--- src/verilog/tcir_pkg.sv ---
// Constants and carrier types for the converter channel register slice.
// Assumes 8-bit registers reached over a serial port with a 6-bit address.
package tcir_pkg;

	// Register offsets
	localparam logic [5:0] OFS_SETUP_ONE   = 6'h00;
	localparam logic [5:0] OFS_SETUP_TWO   = 6'h01;
	localparam logic [5:0] OFS_IRQ_FLAGS   = 6'h02;
	localparam logic [5:0] OFS_IRQ_ENABLES = 6'h03;
	localparam logic [5:0] OFS_COARSE_HI   = 6'h04;
	localparam logic [5:0] OFS_COARSE_LO   = 6'h05;
	localparam logic [5:0] OFS_REFCLK_HI   = 6'h06;
	localparam logic [5:0] OFS_REFCLK_LO   = 6'h07;

	// Reset values
	localparam logic [7:0] RST_SETUP_ONE   = 8'h00;
	localparam logic [7:0] RST_SETUP_TWO   = 8'h40;
	localparam logic [7:0] RST_IRQ_FLAGS   = 8'h00;
	localparam logic [7:0] RST_IRQ_ENABLES = 8'h07;
	localparam logic [7:0] RST_LIMIT_BYTE  = 8'hFF;

	// Field positions
	localparam int LAUNCH_BIT     = 0;
	localparam int CAL_SEL_LSB    = 6;
	localparam int AVG_SEL_LSB    = 3;
	localparam int STOP_SEL_LSB   = 0;
	localparam int FLAG_RESULT    = 0;
	localparam int FLAG_RING_OVF  = 1;
	localparam int FLAG_REFCLK_OVF = 2;
	localparam int FLAG_BEGUN     = 3;
	localparam int FLAG_DONE      = 4;
	localparam int FLAGS_USED     = 5;
	localparam int ENABLES_USED   = 3;

	// Command byte layout
	localparam int CMD_INCR_BIT   = 7;
	localparam int CMD_WRITE_BIT  = 6;

	// Calibration lengths in reference clock periods
	localparam logic [7:0] CAL_LEN_0 = 8'h02;
	localparam logic [7:0] CAL_LEN_1 = 8'h0A;
	localparam logic [7:0] CAL_LEN_2 = 8'h14;
	localparam logic [7:0] CAL_LEN_3 = 8'h28;
	localparam logic [2:0] STOP_CODE_MAX = 3'h4;

	// One register access from the serial port
	typedef struct packed {
		logic       wr;
		logic [5:0] addr;
		logic [7:0] wdata;
	} tcir_req_t;

endpackage : tcir_pkg

--- src/verilog/tcir_regs.sv ---
// Register slice of one time-to-digital converter channel.
// Assumes the measurement engine pulses start, done and reports counters.
// What this block does
// - Calibration select picks 2/10/20/40 periods
// - Averaging count is two to the code
// - Stop codes 0-4 give 1-5, rest 1
// - Three interrupt bits clear on written one
// - Done and begun flags clear on one
// - Done flag set when measurement completes
// - Begun flag set on received start event
// - Reference counter limit sets flag, aborts
// - Coarse counter limit sets flag, aborts
// - Result bit set on finished measurement
// - Enable bits gate interrupts, reset 07h
// - Disabled interrupt still held in status
// - Coarse limit bytes at 04h/05h, FFh
// - Reference limit high byte 06h, FFh
// - Reference limit low byte 07h, FFh
// - Launch write clears status, starts measurement
module tcir_regs
	import tcir_pkg::*;
#(
	parameter int CNT_W = 16
) (
	// Clock and reset
	input  wire logic             mclk_i,
	input  wire logic             resetn_i,
	// Serial port pins
	input  wire logic             sclk_i,
	input  wire logic             channel_select_n_i,
	input  wire logic             sdi_i,
	output logic                  sdo_o,
	output logic                  sdo_oe_o,
	// Interrupt pin
	output logic                  irq_out_n_o,
	// Measurement engine events
	input  wire logic             meas_busy_i,
	input  wire logic             meas_start_seen_i,
	input  wire logic             meas_done_i,
	input  wire logic [CNT_W-1:0] coarse_count_i,
	input  wire logic [CNT_W-1:0] refclk_count_i,
	// Measurement engine controls
	output logic                  launch_o,
	output logic                  abort_o,
	output logic [7:0]            setup_one_o,
	output logic [7:0]            cal_periods_o,
	output logic [7:0]            averaging_count_select_o,
	output logic [2:0]            stop_count_o,
	output logic [CNT_W-1:0]      coarse_limit_o,
	output logic [CNT_W-1:0]      refclk_limit_o
);

	// Calibration run length from its select code
	function automatic logic [7:0] cal_len(input logic [1:0] code);
		logic [7:0] len;
		len = CAL_LEN_0;
		case (code)
			2'h0: len = CAL_LEN_0;
			2'h1: len = CAL_LEN_1;
			2'h2: len = CAL_LEN_2;
			2'h3: len = CAL_LEN_3;
			default: len = CAL_LEN_0;
		endcase
		return len;
	endfunction

	// Averaging cycles: one shifted by the code
	function automatic logic [7:0] avg_len(input logic [2:0] code);
		return 8'(8'h01 << code);
	endfunction

	// Stop events: codes above the top valid one fall back to one
	function automatic logic [2:0] stop_len(input logic [2:0] code);
		logic [2:0] n;
		if (code <= STOP_CODE_MAX) begin
			n = 3'(code + 3'h1);
		end else begin
			n = 3'h1;
		end
		return n;
	endfunction

	// Flag update where a new event outweighs a clear in the same cycle
	function automatic logic [FLAGS_USED-1:0] flag_next(
		input logic [FLAGS_USED-1:0] cur,
		input logic [FLAGS_USED-1:0] set,
		input logic [FLAGS_USED-1:0] clr
	);
		return (cur & ~clr) | set;
	endfunction

	// Write strobe aimed at one register offset
	function automatic logic wr_to(input tcir_req_t r, input logic [5:0] ofs);
		return r.wr && (r.addr == ofs);
	endfunction

	// Register state
	logic [7:0]              setup_one_ff;
	logic [7:0]              setup_two_ff;
	logic [FLAGS_USED-1:0]   flags_ff;
	logic [ENABLES_USED-1:0] enables_ff;
	logic [7:0]              coarse_hi_ff;
	logic [7:0]              coarse_lo_ff;
	logic [7:0]              refclk_hi_ff;
	logic [7:0]              refclk_lo_ff;
	logic                    coarse_hit_ff;
	logic                    refclk_hit_ff;
	logic                    launch_ff;
	logic                    abort_ff;
	logic                    irq_n_ff;

	// Combinational helpers
	tcir_req_t               req;
	logic [5:0]              rd_addr;
	logic [7:0]              rd_data;
	logic                    wr_setup_one;
	logic                    wr_flags;
	logic                    launch_req;
	logic                    coarse_hit;
	logic                    refclk_hit;
	logic                    coarse_ovf;
	logic                    refclk_ovf;
	logic [FLAGS_USED-1:0]   flag_set;
	logic [FLAGS_USED-1:0]   flag_clr;
	logic [FLAGS_USED-1:0]   nxt_flags;
	logic [CNT_W-1:0]        coarse_limit;
	logic [CNT_W-1:0]        refclk_limit;

	tcir_serial_port u_port (
		.mclk_i             (mclk_i),
		.resetn_i           (resetn_i),
		.sclk_i             (sclk_i),
		.channel_select_n_i (channel_select_n_i),
		.sdi_i              (sdi_i),
		.sdo_o              (sdo_o),
		.sdo_oe_o           (sdo_oe_o),
		.req_o              (req),
		.rd_addr_o          (rd_addr),
		.rd_data_i          (rd_data)
	);

	assign wr_setup_one = wr_to(req, OFS_SETUP_ONE);
	assign wr_flags     = wr_to(req, OFS_IRQ_FLAGS);
	assign launch_req   = wr_setup_one && req.wdata[LAUNCH_BIT];

	assign coarse_limit = CNT_W'({coarse_hi_ff, coarse_lo_ff});
	assign refclk_limit = CNT_W'({refclk_hi_ff, refclk_lo_ff});

	assign coarse_hit = meas_busy_i && (coarse_count_i >= coarse_limit);
	assign refclk_hit = meas_busy_i && (refclk_count_i >= refclk_limit);
	// Only the first cycle of a hit counts, so one abort per overrun
	assign coarse_ovf = coarse_hit && !coarse_hit_ff;
	assign refclk_ovf = refclk_hit && !refclk_hit_ff;

	always_comb begin
		flag_set = '0;
		flag_set[FLAG_RESULT]     = meas_done_i;
		flag_set[FLAG_RING_OVF]   = coarse_ovf;
		flag_set[FLAG_REFCLK_OVF] = refclk_ovf;
		flag_set[FLAG_BEGUN]      = meas_start_seen_i;
		flag_set[FLAG_DONE]       = meas_done_i;
	end

	always_comb begin
		flag_clr = '0;
		if (wr_flags) begin
			flag_clr = req.wdata[FLAGS_USED-1:0];
		end
		if (launch_req) begin
			flag_clr = '1;
		end
	end

	// flags are kept whatever the enables say
	assign nxt_flags = flag_next(flags_ff, flag_set, flag_clr);

	// Read multiplexer; reserved bits and unmapped addresses read zero
	always_comb begin
		rd_data = 8'h00;
		case (rd_addr)
			OFS_SETUP_ONE:   rd_data = setup_one_ff;
			OFS_SETUP_TWO:   rd_data = setup_two_ff;
			OFS_IRQ_FLAGS:   rd_data = 8'(flags_ff);
			OFS_IRQ_ENABLES: rd_data = 8'(enables_ff);
			OFS_COARSE_HI:   rd_data = coarse_hi_ff;
			OFS_COARSE_LO:   rd_data = coarse_lo_ff;
			OFS_REFCLK_HI:   rd_data = refclk_hi_ff;
			OFS_REFCLK_LO:   rd_data = refclk_lo_ff;
			default:         rd_data = 8'h00;
		endcase
	end

	// First setup register; launch bit stays set until the run ends
	always_ff @(posedge mclk_i or negedge resetn_i) begin
		if (!resetn_i) begin
			setup_one_ff <= RST_SETUP_ONE;
		end else if (wr_setup_one) begin
			setup_one_ff <= req.wdata;
		end else if (meas_done_i || coarse_ovf || refclk_ovf) begin
			setup_one_ff[LAUNCH_BIT] <= 1'b0;
		end
	end

	always_ff @(posedge mclk_i or negedge resetn_i) begin
		if (!resetn_i) begin
			setup_two_ff <= RST_SETUP_TWO;
		end else if (wr_to(req, OFS_SETUP_TWO)) begin
			setup_two_ff <= req.wdata;
		end
	end

	always_ff @(posedge mclk_i or negedge resetn_i) begin
		if (!resetn_i) begin
			flags_ff <= FLAGS_USED'(RST_IRQ_FLAGS);
		end else begin
			flags_ff <= nxt_flags;
		end
	end

	always_ff @(posedge mclk_i or negedge resetn_i) begin
		if (!resetn_i) begin
			enables_ff <= ENABLES_USED'(RST_IRQ_ENABLES);
		end else if (wr_to(req, OFS_IRQ_ENABLES)) begin
			enables_ff <= req.wdata[ENABLES_USED-1:0];
		end
	end

	always_ff @(posedge mclk_i or negedge resetn_i) begin
		if (!resetn_i) begin
			coarse_hi_ff <= RST_LIMIT_BYTE;
			coarse_lo_ff <= RST_LIMIT_BYTE;
		end else begin
			if (wr_to(req, OFS_COARSE_HI)) begin
				coarse_hi_ff <= req.wdata;
			end
			if (wr_to(req, OFS_COARSE_LO)) begin
				coarse_lo_ff <= req.wdata;
			end
		end
	end

	always_ff @(posedge mclk_i or negedge resetn_i) begin
		if (!resetn_i) begin
			refclk_hi_ff <= RST_LIMIT_BYTE;
			refclk_lo_ff <= RST_LIMIT_BYTE;
		end else begin
			if (wr_to(req, OFS_REFCLK_HI)) begin
				refclk_hi_ff <= req.wdata;
			end
			if (wr_to(req, OFS_REFCLK_LO)) begin
				refclk_lo_ff <= req.wdata;
			end
		end
	end

	// Coarse hit history for edge detection
	always_ff @(posedge mclk_i or negedge resetn_i) begin
		if (!resetn_i) begin
			coarse_hit_ff <= 1'b0;
		end else begin
			coarse_hit_ff <= coarse_hit;
		end
	end

	// Reference hit history, kept apart so either counter may abort
	always_ff @(posedge mclk_i or negedge resetn_i) begin
		if (!resetn_i) begin
			refclk_hit_ff <= 1'b0;
		end else begin
			refclk_hit_ff <= refclk_hit;
		end
	end

	always_ff @(posedge mclk_i or negedge resetn_i) begin
		if (!resetn_i) begin
			launch_ff <= 1'b0;
		end else begin
			launch_ff <= launch_req;
		end
	end

	always_ff @(posedge mclk_i or negedge resetn_i) begin
		if (!resetn_i) begin
			abort_ff <= 1'b0;
		end else begin
			abort_ff <= coarse_ovf || refclk_ovf;
		end
	end

	// interrupt pin from enabled flags, one cycle behind them
	always_ff @(posedge mclk_i or negedge resetn_i) begin
		if (!resetn_i) begin
			irq_n_ff <= 1'b1;
		end else begin
			irq_n_ff <= ~|(flags_ff[ENABLES_USED-1:0] & enables_ff);
		end
	end

	// Decoded settings for the engine, registered as data outputs
	always_ff @(posedge mclk_i or negedge resetn_i) begin
		if (!resetn_i) begin
			cal_periods_o <= cal_len(RST_SETUP_TWO[CAL_SEL_LSB +: 2]);
			averaging_count_select_o  <= avg_len(RST_SETUP_TWO[AVG_SEL_LSB +: 3]);
			stop_count_o  <= stop_len(RST_SETUP_TWO[STOP_SEL_LSB +: 3]);
		end else begin
			cal_periods_o <= cal_len(setup_two_ff[CAL_SEL_LSB +: 2]);
			averaging_count_select_o  <= avg_len(setup_two_ff[AVG_SEL_LSB +: 3]);
			stop_count_o  <= stop_len(setup_two_ff[STOP_SEL_LSB +: 3]);
		end
	end

	assign launch_o       = launch_ff;
	assign abort_o        = abort_ff;
	assign irq_out_n_o    = irq_n_ff;
	assign setup_one_o    = setup_one_ff;
	assign coarse_limit_o = coarse_limit;
	assign refclk_limit_o = refclk_limit;

endmodule // tcir_regs

--- src/verilog/tcir_serial_port.sv ---
// Serial register port: command byte then data bytes, mode 0.
// Assumes the pins are already synchronous to mclk_i and sclk is slower.
module tcir_serial_port
	import tcir_pkg::*;
(
	// Clock and reset
	input  wire logic       mclk_i,
	input  wire logic       resetn_i,
	// Pins
	input  wire logic       sclk_i,
	input  wire logic       channel_select_n_i,
	input  wire logic       sdi_i,
	output logic            sdo_o,
	output logic            sdo_oe_o,
	// Register side
	output tcir_req_t       req_o,
	output logic [5:0]      rd_addr_o,
	input  wire logic [7:0] rd_data_i
);
	logic       sclk_prev_ff;
	logic [2:0] bit_cnt_ff;
	logic       data_phase_ff;
	logic       write_ff;
	logic       incr_ff;
	logic [5:0] addr_ff;
	logic [7:0] shin_ff;
	logic [7:0] shout_ff;
	logic       rise;
	logic       fall;
	logic       byte_end;
	logic [7:0] nxt_byte;
	logic [5:0] nxt_addr;

	assign rise     = sclk_i & ~sclk_prev_ff & ~channel_select_n_i;
	assign fall     = ~sclk_i & sclk_prev_ff & ~channel_select_n_i;
	assign byte_end = rise && (bit_cnt_ff == 3'h7);
	assign nxt_byte = {shin_ff[6:0], sdi_i};
	assign nxt_addr = incr_ff ? 6'(addr_ff + 6'h01) : addr_ff;
	// Address whose data is loaded at the end of the current byte
	assign rd_addr_o = data_phase_ff ? nxt_addr : nxt_byte[5:0];
	assign sdo_o     = shout_ff[7];
	assign sdo_oe_o  = ~channel_select_n_i;

	always_ff @(posedge mclk_i or negedge resetn_i) begin
		if (!resetn_i) begin
			sclk_prev_ff <= 1'b0;
		end else begin
			sclk_prev_ff <= sclk_i;
		end
	end

	// Framing: select high restarts at the command byte
	always_ff @(posedge mclk_i or negedge resetn_i) begin
		if (!resetn_i) begin
			bit_cnt_ff    <= 3'h0;
			data_phase_ff <= 1'b0;
			write_ff      <= 1'b0;
			incr_ff       <= 1'b0;
			addr_ff       <= 6'h00;
			shin_ff       <= 8'h00;
		end else if (channel_select_n_i) begin
			bit_cnt_ff    <= 3'h0;
			data_phase_ff <= 1'b0;
		end else if (rise) begin
			bit_cnt_ff <= 3'(bit_cnt_ff + 3'h1);
			shin_ff    <= nxt_byte;
			if (byte_end && !data_phase_ff) begin
				data_phase_ff <= 1'b1;
				incr_ff       <= nxt_byte[CMD_INCR_BIT];
				write_ff      <= nxt_byte[CMD_WRITE_BIT];
				addr_ff       <= nxt_byte[5:0];
			end else if (byte_end) begin
				addr_ff <= nxt_addr;
			end
		end
	end

	// Write strobe after each full data byte
	always_ff @(posedge mclk_i or negedge resetn_i) begin
		if (!resetn_i) begin
			req_o <= '0;
		end else begin
			req_o.wr    <= byte_end && data_phase_ff && write_ff;
			req_o.addr  <= addr_ff;
			req_o.wdata <= nxt_byte;
		end
	end

	// Read data loads at byte end; first falling edge after it is skipped
	always_ff @(posedge mclk_i or negedge resetn_i) begin
		if (!resetn_i) begin
			shout_ff <= 8'h00;
		end else if (byte_end && (data_phase_ff ? !write_ff : !nxt_byte[CMD_WRITE_BIT])) begin
			shout_ff <= rd_data_i;
		end else if (fall && (bit_cnt_ff != 3'h0)) begin
			shout_ff <= {shout_ff[6:0], 1'b0};
		end
	end

endmodule // tcir_serial_port

--- config.mk ---
export PLATFORM = sky130hd
export DESIGN_NAME = tcir_regs
export DESIGN_NICKNAME = d
export VERILOG_FILES = /design/src/verilog/tcir_pkg.sv /design/src/verilog/tcir_regs.sv /design/src/verilog/tcir_serial_port.sv
export SDC_FILE = /design/constraint.sdc
export NUM_CORES = 1
export LEC_CHECK = 0
export BUFFER_PORTS_ARGS = -buffer_cell sky130_fd_sc_hd__clkbuf_2
export CORE_ASPECT_RATIO = 1.1
export CORE_MARGIN = 5
export CORE_UTILIZATION = 28
export CTS_BUF_LIST = sky130_fd_sc_hd__clkbuf_2
export CTS_CLUSTER_SIZE = 12
export DETAILED_ROUTE_END_ITERATION = 16
export GPL_TIMING_DRIVEN = 0
export MAX_ROUTING_LAYER = met4
export PLACE_DENSITY_LB_ADDON = 0.08
export SETUP_SLACK_MARGIN = 0.02
export SYNTH_ARGS = -nofsm -noshare
export SYNTH_HDL_FRONTEND = slang
export SYNTH_SLANG_ARGS = --single-unit
--- constraint.sdc ---
create_clock -name mclk_i -period 2.9 [get_ports mclk_i]
set_clock_uncertainty 0.15 [all_clocks]
set_input_delay 0.29 -clock mclk_i [delete_from_list [all_inputs] [get_ports mclk_i]]
set_output_delay 0.29 -clock mclk_i [all_outputs]
set_load 0.03 [all_outputs]
==> metrics, run 1 <==
startpoint type of the worst setup path flop; Critical Path AT ~3200 ps; mean area per synthesized cell 10.8 µm²; number of maximum-capacitance violations 0; predominant post-synthesis flop cell dfrtp_1; Leak Pwr about 0.0033 µW; width of the die around 150 µm; post-route ant nets 0; Wirelength per Cell between 15 and 20 µm; clock network latency to the later pin of the worst-skew pair about 700 ps; root cell of the clock tree clkbuf_2; total global routing track utilization 15.4%; number of cell rows 56; maximum number of buffers from clock root to sink 2; Critical Path Fanout Max 10; Peak VDD IR 0.185 mV; Setup crit end kind flop; Final TNS setup 0 ps; setup violation total in the final timing report 0; synthesized area 6030 µm²; Setup Fix Bufs, Post-CTS 0; fin crit share 94.2%; Pwr Density 511 nW/µm²; 1st-iter DRT viols 243; I/O Buffers 100; first-pass GRT wire length 27800 µm; router iterations before antenna repair 5; final number of hold-violating endpoints 0; transition time of the tightest slew-check pin 939 ps; unrepaired setup endpoints after global routing false; clock tree from TritonCTS done; critical setup path kind reg2reg; portion of synthesized cell area occupied by the leading cell type 32.4%; cell count after synthesis 557; # H-tree levels 4; clock-pin slew of the registers on the worst-case setup and hold paths 230 ps; number of remaining DRC errors 0; core outline area 21300 µm²; number of pins exceeding their max-slew limit in the final report 0; library cell with the highest instance count after synthesis dfrtp_1; half-perimeter wire length of the detailed placement result 13500 µm; cts bufs inserted 17; synthesized flop and latch total 119; die height 164 µm; top cell types by occurrence after synthesis dfrtp_1 (78), inv_1 (49), nand2_1 (47), mux2_2 (44), dfstp_2 (41); antenna violations before repair 1; worst hold-check path type in2async; number of synthesized flops with an enable pin 0; sequential fraction of the synthesis area roughly half; Relative slew margins 37.0%; async set or reset register ratio after synthesis 100%; count of pins on the block boundary 104; post-route design area 7340 µm²; starting density of the core 28.3%; number of global-route vias before repair approximately 4800; floorplan die area 24600 µm²; Routed WL about 18000 µm; fraction of layout instances using a drive strength above 1 34.8%; area after detailed placement 6940 µm²; required time of the critical path roughly 3400 ps; final period demand of the worst path 2730 ps; count of distinct cell types in the synthesized netlist 61; grt total ovfl 0; DR vias 4681; Synth area leaders dfrtp_1 (32%), dfstp_2 (18%), mux2_2 (8.2%); NumNets Final 766; outcome complete, no violations; Clock Sinks 119; mean number of vias per cell 4.72; routability cong. 0.821; Syn. warnings 0; layout-stage area growth over the synthesis result 21.7%; Synth area leader dfrtp_1; pin count of the biggest net entering global routing between 80 and 90; peak clock frequency supported by timing 366 MHz
layout by cell type, fill, tap and decap left out, types with 3 or more instances in the layout:
master,instances
nor3_1,5
buf_4,4
ha_1,38
dfstp_2,41
o22ai_1,12
conb_1,3
nor2_1,19
nand4_1,7
and2_1,5
mux2i_1,13
a32o_1,8
clkbuf_2,119
a22oi_1,6
nand3_1,12
dfrtp_1,78
xnor2_1,3
o21a_1,8
nand2_1,47
clkinvlp_4,3
bufinv_16,3
a211o_1,3
nor3b_1,4
nor2b_1,4
a21o_1,6
clkbuf_1,12
o21ai_0,34
nand2b_1,11
nor4_1,3
inv_6,6
mux2_2,44
dlygate4sd3_1,9
clkinv_4,3
a21oi_1,31
inv_1,49
buf_2,7
worst max-delay path, cell delays in order (launching register included):
cell	delay (ps)
dfrtp_1	520
ha_1	330
mux2i_1	180
a21o_1	140
buf_2	310
mux2i_1	260
o21ai_0	140
a221o_1	400
a32o_1	210
cell type report:
| type | count | area, µm² |
|---|---|---|
| clock buffers | 17 | 85.1 |
| flip-flops and latches | 119 | 3030 |
| diodes | 1 | 2.50 |
| fillers | 2228 | 14000 |
| well taps | 290 | 363 |
| clock inverters | 15 | 191 |
| multi-input cells | 365 | 2740 |
| inverters | 49 | 184 |
| plain buffers | 26 | 125 |
| repair buffers | 110 | 627 |
metrics by stage:
stage | utilization (%) | setup slack [ps] | std cells | power (µW) | hold WS (ps)
floorplan | - | 393 | 559 | 2220 | -156
global placement | 32.4 | -501 | 949 | 2520 | 231
detailed placement | 32.6 | 23.5 | 950 | 2530 | 81.0
CTS | 34.3 | 18.3 | 991 | 3800 | 18.7
global route | 34.5 | 46.0 | 992 | 3970 | 18.0
finish | 34.5 | 168 | 992 | 3750 | 94.9
registers in the layout, indices dropped and copies added (netlist names), 5 cells and up:
signal / count
u_port.req_o: 15
averaging_count_select_o: 8
coarse_hi_ff: 8
coarse_lo_ff: 8
refclk_hi_ff: 8
refclk_lo_ff: 8
setup_one_o: 8
setup_two_ff: 8
u_port.shout_ff: 8
u_port.shin_ff: 7
u_port.addr_ff: 6
flags_ff: 5
cell families after synthesis:
| kind of cell | count (synthesis) | synth area share (%) |
|---|---|---|
| AOI/OAI and AO/OA | 134 | 14.9 |
| and+or+nand+nor | 129 | 10.9 |
| DFF | 119 | 50.2 |
| buffers and inverters | 75 | 5.06 |
| muxes | 57 | 10.4 |
| adders and majority gates | 38 | 7.88 |
| xor gates and xnor gates | 4 | 0.581 |
| other | 1 | 0.0622 |
what timing repair did:
item,in CTS,in global routing
hold endpoints to repair,138,0
hold buffers,9,0
endpoints found under the setup margin,3,13
pin swaps,0,0
gates cloned,0,0
resized for setup,3,7
per-layer routing:
metal  GRT usage, %  wire, µm  vias to the layer above
li1               -         -                     2250
met1           19.8      7810                     2295
met2           24.5      8940                      116
met3           3.37       828                       20
met4           4.33       286                        0
met5              -         0                        -
report_power, final:
group,total (µW),internal [µW],leakage [µW],switching [µW]
registers,1970,1770,0.00145,201
logic,549,204,0.00173,345
clock network,1230,501,0.000153,729
total,3750,2480,0.00334,1270
path summary, 6_finish.rpt:
check / startpoint / endpoint / slack [ps] / cells after the start
max: u_port.addr_ff[0] / u_port.shout_ff[0] / 170 / 8
max reg2reg: u_port.addr_ff[0] / u_port.shout_ff[0] / 170 / 8
min: resetn_i / refclk_lo_ff[6] / 90 / 2
min reg2reg: u_port.addr_ff[3] / u_port.req_o[11] / 290 / 0
min in group mclk_i: coarse_count_i[15] / abort_o / 100 / 5
max in group asynchronous: resetn_i / setup_one_o[0] / 1610 / 3
(Power assumes the default switching activity.)
==> run 2: changes to the inputs <==
ABC_CLOCK_PERIOD_IN_PS = 2900   (was unset)
RECOVER_POWER = 25   (was unset)
==> run 2 against run 1 <==
Against the previous run: the run now ends with max-capacitance violations, max-slew violations left; final cell count is the same; total power is essentially flat; hold slack gained 3.7 ps; via count grew 0.32%; sequential power is essentially flat; routed wire length grew 0.29%; maximum frequency shrank 0.28%; sequential cell count is the same; utilization shrank 0.059 points; clock power is essentially flat; critical path depth is the same; critical path type unchanged; critical endpoint unchanged.
==> metrics, run 2 (same netlist as run 1, synthesis figures left out) <==
max FFs per register 15; width of the die about 150 µm; 1st-iter DRT viols 251; Setup Fix Bufs, Post-CTS 0; pin count of the biggest net entering global routing 87; commonest cells after routing, fill and taps aside clkbuf_2 (117), dfrtp_1 (78), inv_1 (49); half-perimeter wire length of the detailed placement result 13500 µm; NumNets Final about 770; cell depth of the worst hold path 5; final period demand of the worst path 2740 ps; first-pass GRT wire length 27800 µm; maximum number of buffers from clock root to sink 2; number of global-route vias before repair 4796; root cell of the clock tree clkbuf_2; clock-pin slew of the registers on the worst-case setup and hold paths 200 ps; Post-Route Utilization approximately a third; # H-tree levels 4; clock tree from TritonCTS done; Critical Path Fanout Max 10; final number of hold-violating endpoints 0; destination of the worst hold path abort_o; routability cong. 0.821; total power after layout 3750 µW; number of maximum-capacitance violations 1; unrepaired setup endpoints after global routing false; mean number of vias per cell between 4 and 5; register with the highest flop count u_port.req_o; Relative slew margins -20.3%; register-to-register setup slack 160 ps; clock network latency to the later pin of the worst-skew pair 710 ps; number of pins exceeding their max-slew limit in the final report 28; end of the worst register-to-register path u_port.shout_ff[0]; number of remaining DRC errors 0; post-route design area approximately 7300 µm²; transition time of the tightest slew-check pin 1800 ps; Peak VDD IR 0.185 mV; floorplan die area 24600 µm²; outcome complete, but fails checks; most common cell after layout, fill and taps aside clkbuf_2; core outline area roughly 21000 µm²; DR vias between 4000 and 5000; required time of the critical path 3360 ps; critical setup path kind reg2reg; fraction of layout instances using a drive strength above 1 34.4%; count of pins on the block boundary 104; router iterations before antenna repair 5; grt total ovfl 0; Setup crit end kind flop; R2R Path Start u_port.addr_ff[0]; worst hold-check path type in2reg; post-route ant nets 0; peak clock frequency supported by timing 365 MHz; total global routing track utilization 15.4%; antenna violations before repair 1; Clock Sinks roughly 120; fin crit share 94.5%; cts bufs inserted 17; setup violation total in the final timing report 0; Leak Pwr 0.00333 µW; Pwr Density roughly 510 nW/µm²; Wirelength per Cell 18.1 µm; I/O Buffers 100; layout-stage area growth over the synthesis result 21.5%; startpoint type of the worst setup path flop; number of cell rows 56; Register-to-Register Path Depth 8; violated checks max-capacitance violations, max-slew violations; startpoint of the tightest hold check path coarse_count_i[15]; Critical Path AT 3200 ps; area after detailed placement ~7000 µm²; Routed WL approximately 18000 µm; die height 164 µm; starting density of the core 28.3%
run 2: worst max-delay path, cell delays in order (launching register included):
cell and delay (ps):
dfrtp_1 520, ha_1 330, mux2i_1 180, a21o_1 140
buf_2 310, mux2i_1 260, o21ai_0 140, a221o_1 400
a32o_1 210
run 2: timing repair:
action | in CTS | in global routing
gates cloned | 0 | 0
hold endpoints to repair | 138 | 0
endpoints found under the setup margin | 3 | 13
resized for setup | 3 | 7
hold buffers | 9 | 0
run 2: cell type report:
cell class	count	area (µm²)
fillers	2231	14000
plain buffers	26	125
clock buffers	17	85.1
repair buffers	110	614
well taps	290	363
multi-input cells	365	2740
diodes	1	2.50
clock inverters	15	191
flip-flops and latches	119	3030
inverters	49	184
run 2: worst max path at each step:
stage                                             end  cells past startpoint              start
after floorplan                        setup_one_o[0]                      8    refclk_lo_ff[2]
after detailed placement           u_port.shout_ff[5]                      9  u_port.addr_ff[0]
final                              u_port.shout_ff[0]                      8  u_port.addr_ff[0]
after CTS                              setup_one_o[0]                      8    coarse_hi_ff[5]
after global routing               u_port.shout_ff[6]                      7  u_port.addr_ff[0]
after global placement    averaging_count_select_o[3]                      1           resetn_i
run 2: layer usage:
layer	track usage [%]	wire [µm]	vias up
met2	24.5	8910	124
met1	19.8	7820	2297
li1	-	-	2249
met3	3.37	866	26
met5	-	0	-
met4	4.33	316	0
run 2: report_power, final:
| part | total [µW] | switching, µW | internal, µW |
|---|---|---|---|
| combinational | 549 | 346 | 203 |
| clock | 1230 | 729 | 501 |
| sequential | 1970 | 201 | 1770 |
| total | 3750 | 1280 | 2470 |
run 2: stage by stage:
| step | hold WS, ps | worst slack (ps) | setup TNS, ps | instances |
|---|---|---|---|---|
| 2_1_floorplan | -156 | 393 | 0 | 559 |
| 3_3_place_gp | 231 | -501 | -38110 | 949 |
| 3_5_place_dp | 81.0 | 23.5 | 0 | 950 |
| 4_1_cts | 18.7 | 18.3 | 0 | 991 |
| 5_1_grt | 25.1 | 46.0 | 0 | 992 |
| 6_report | 98.6 | 160 | 0 | 992 |
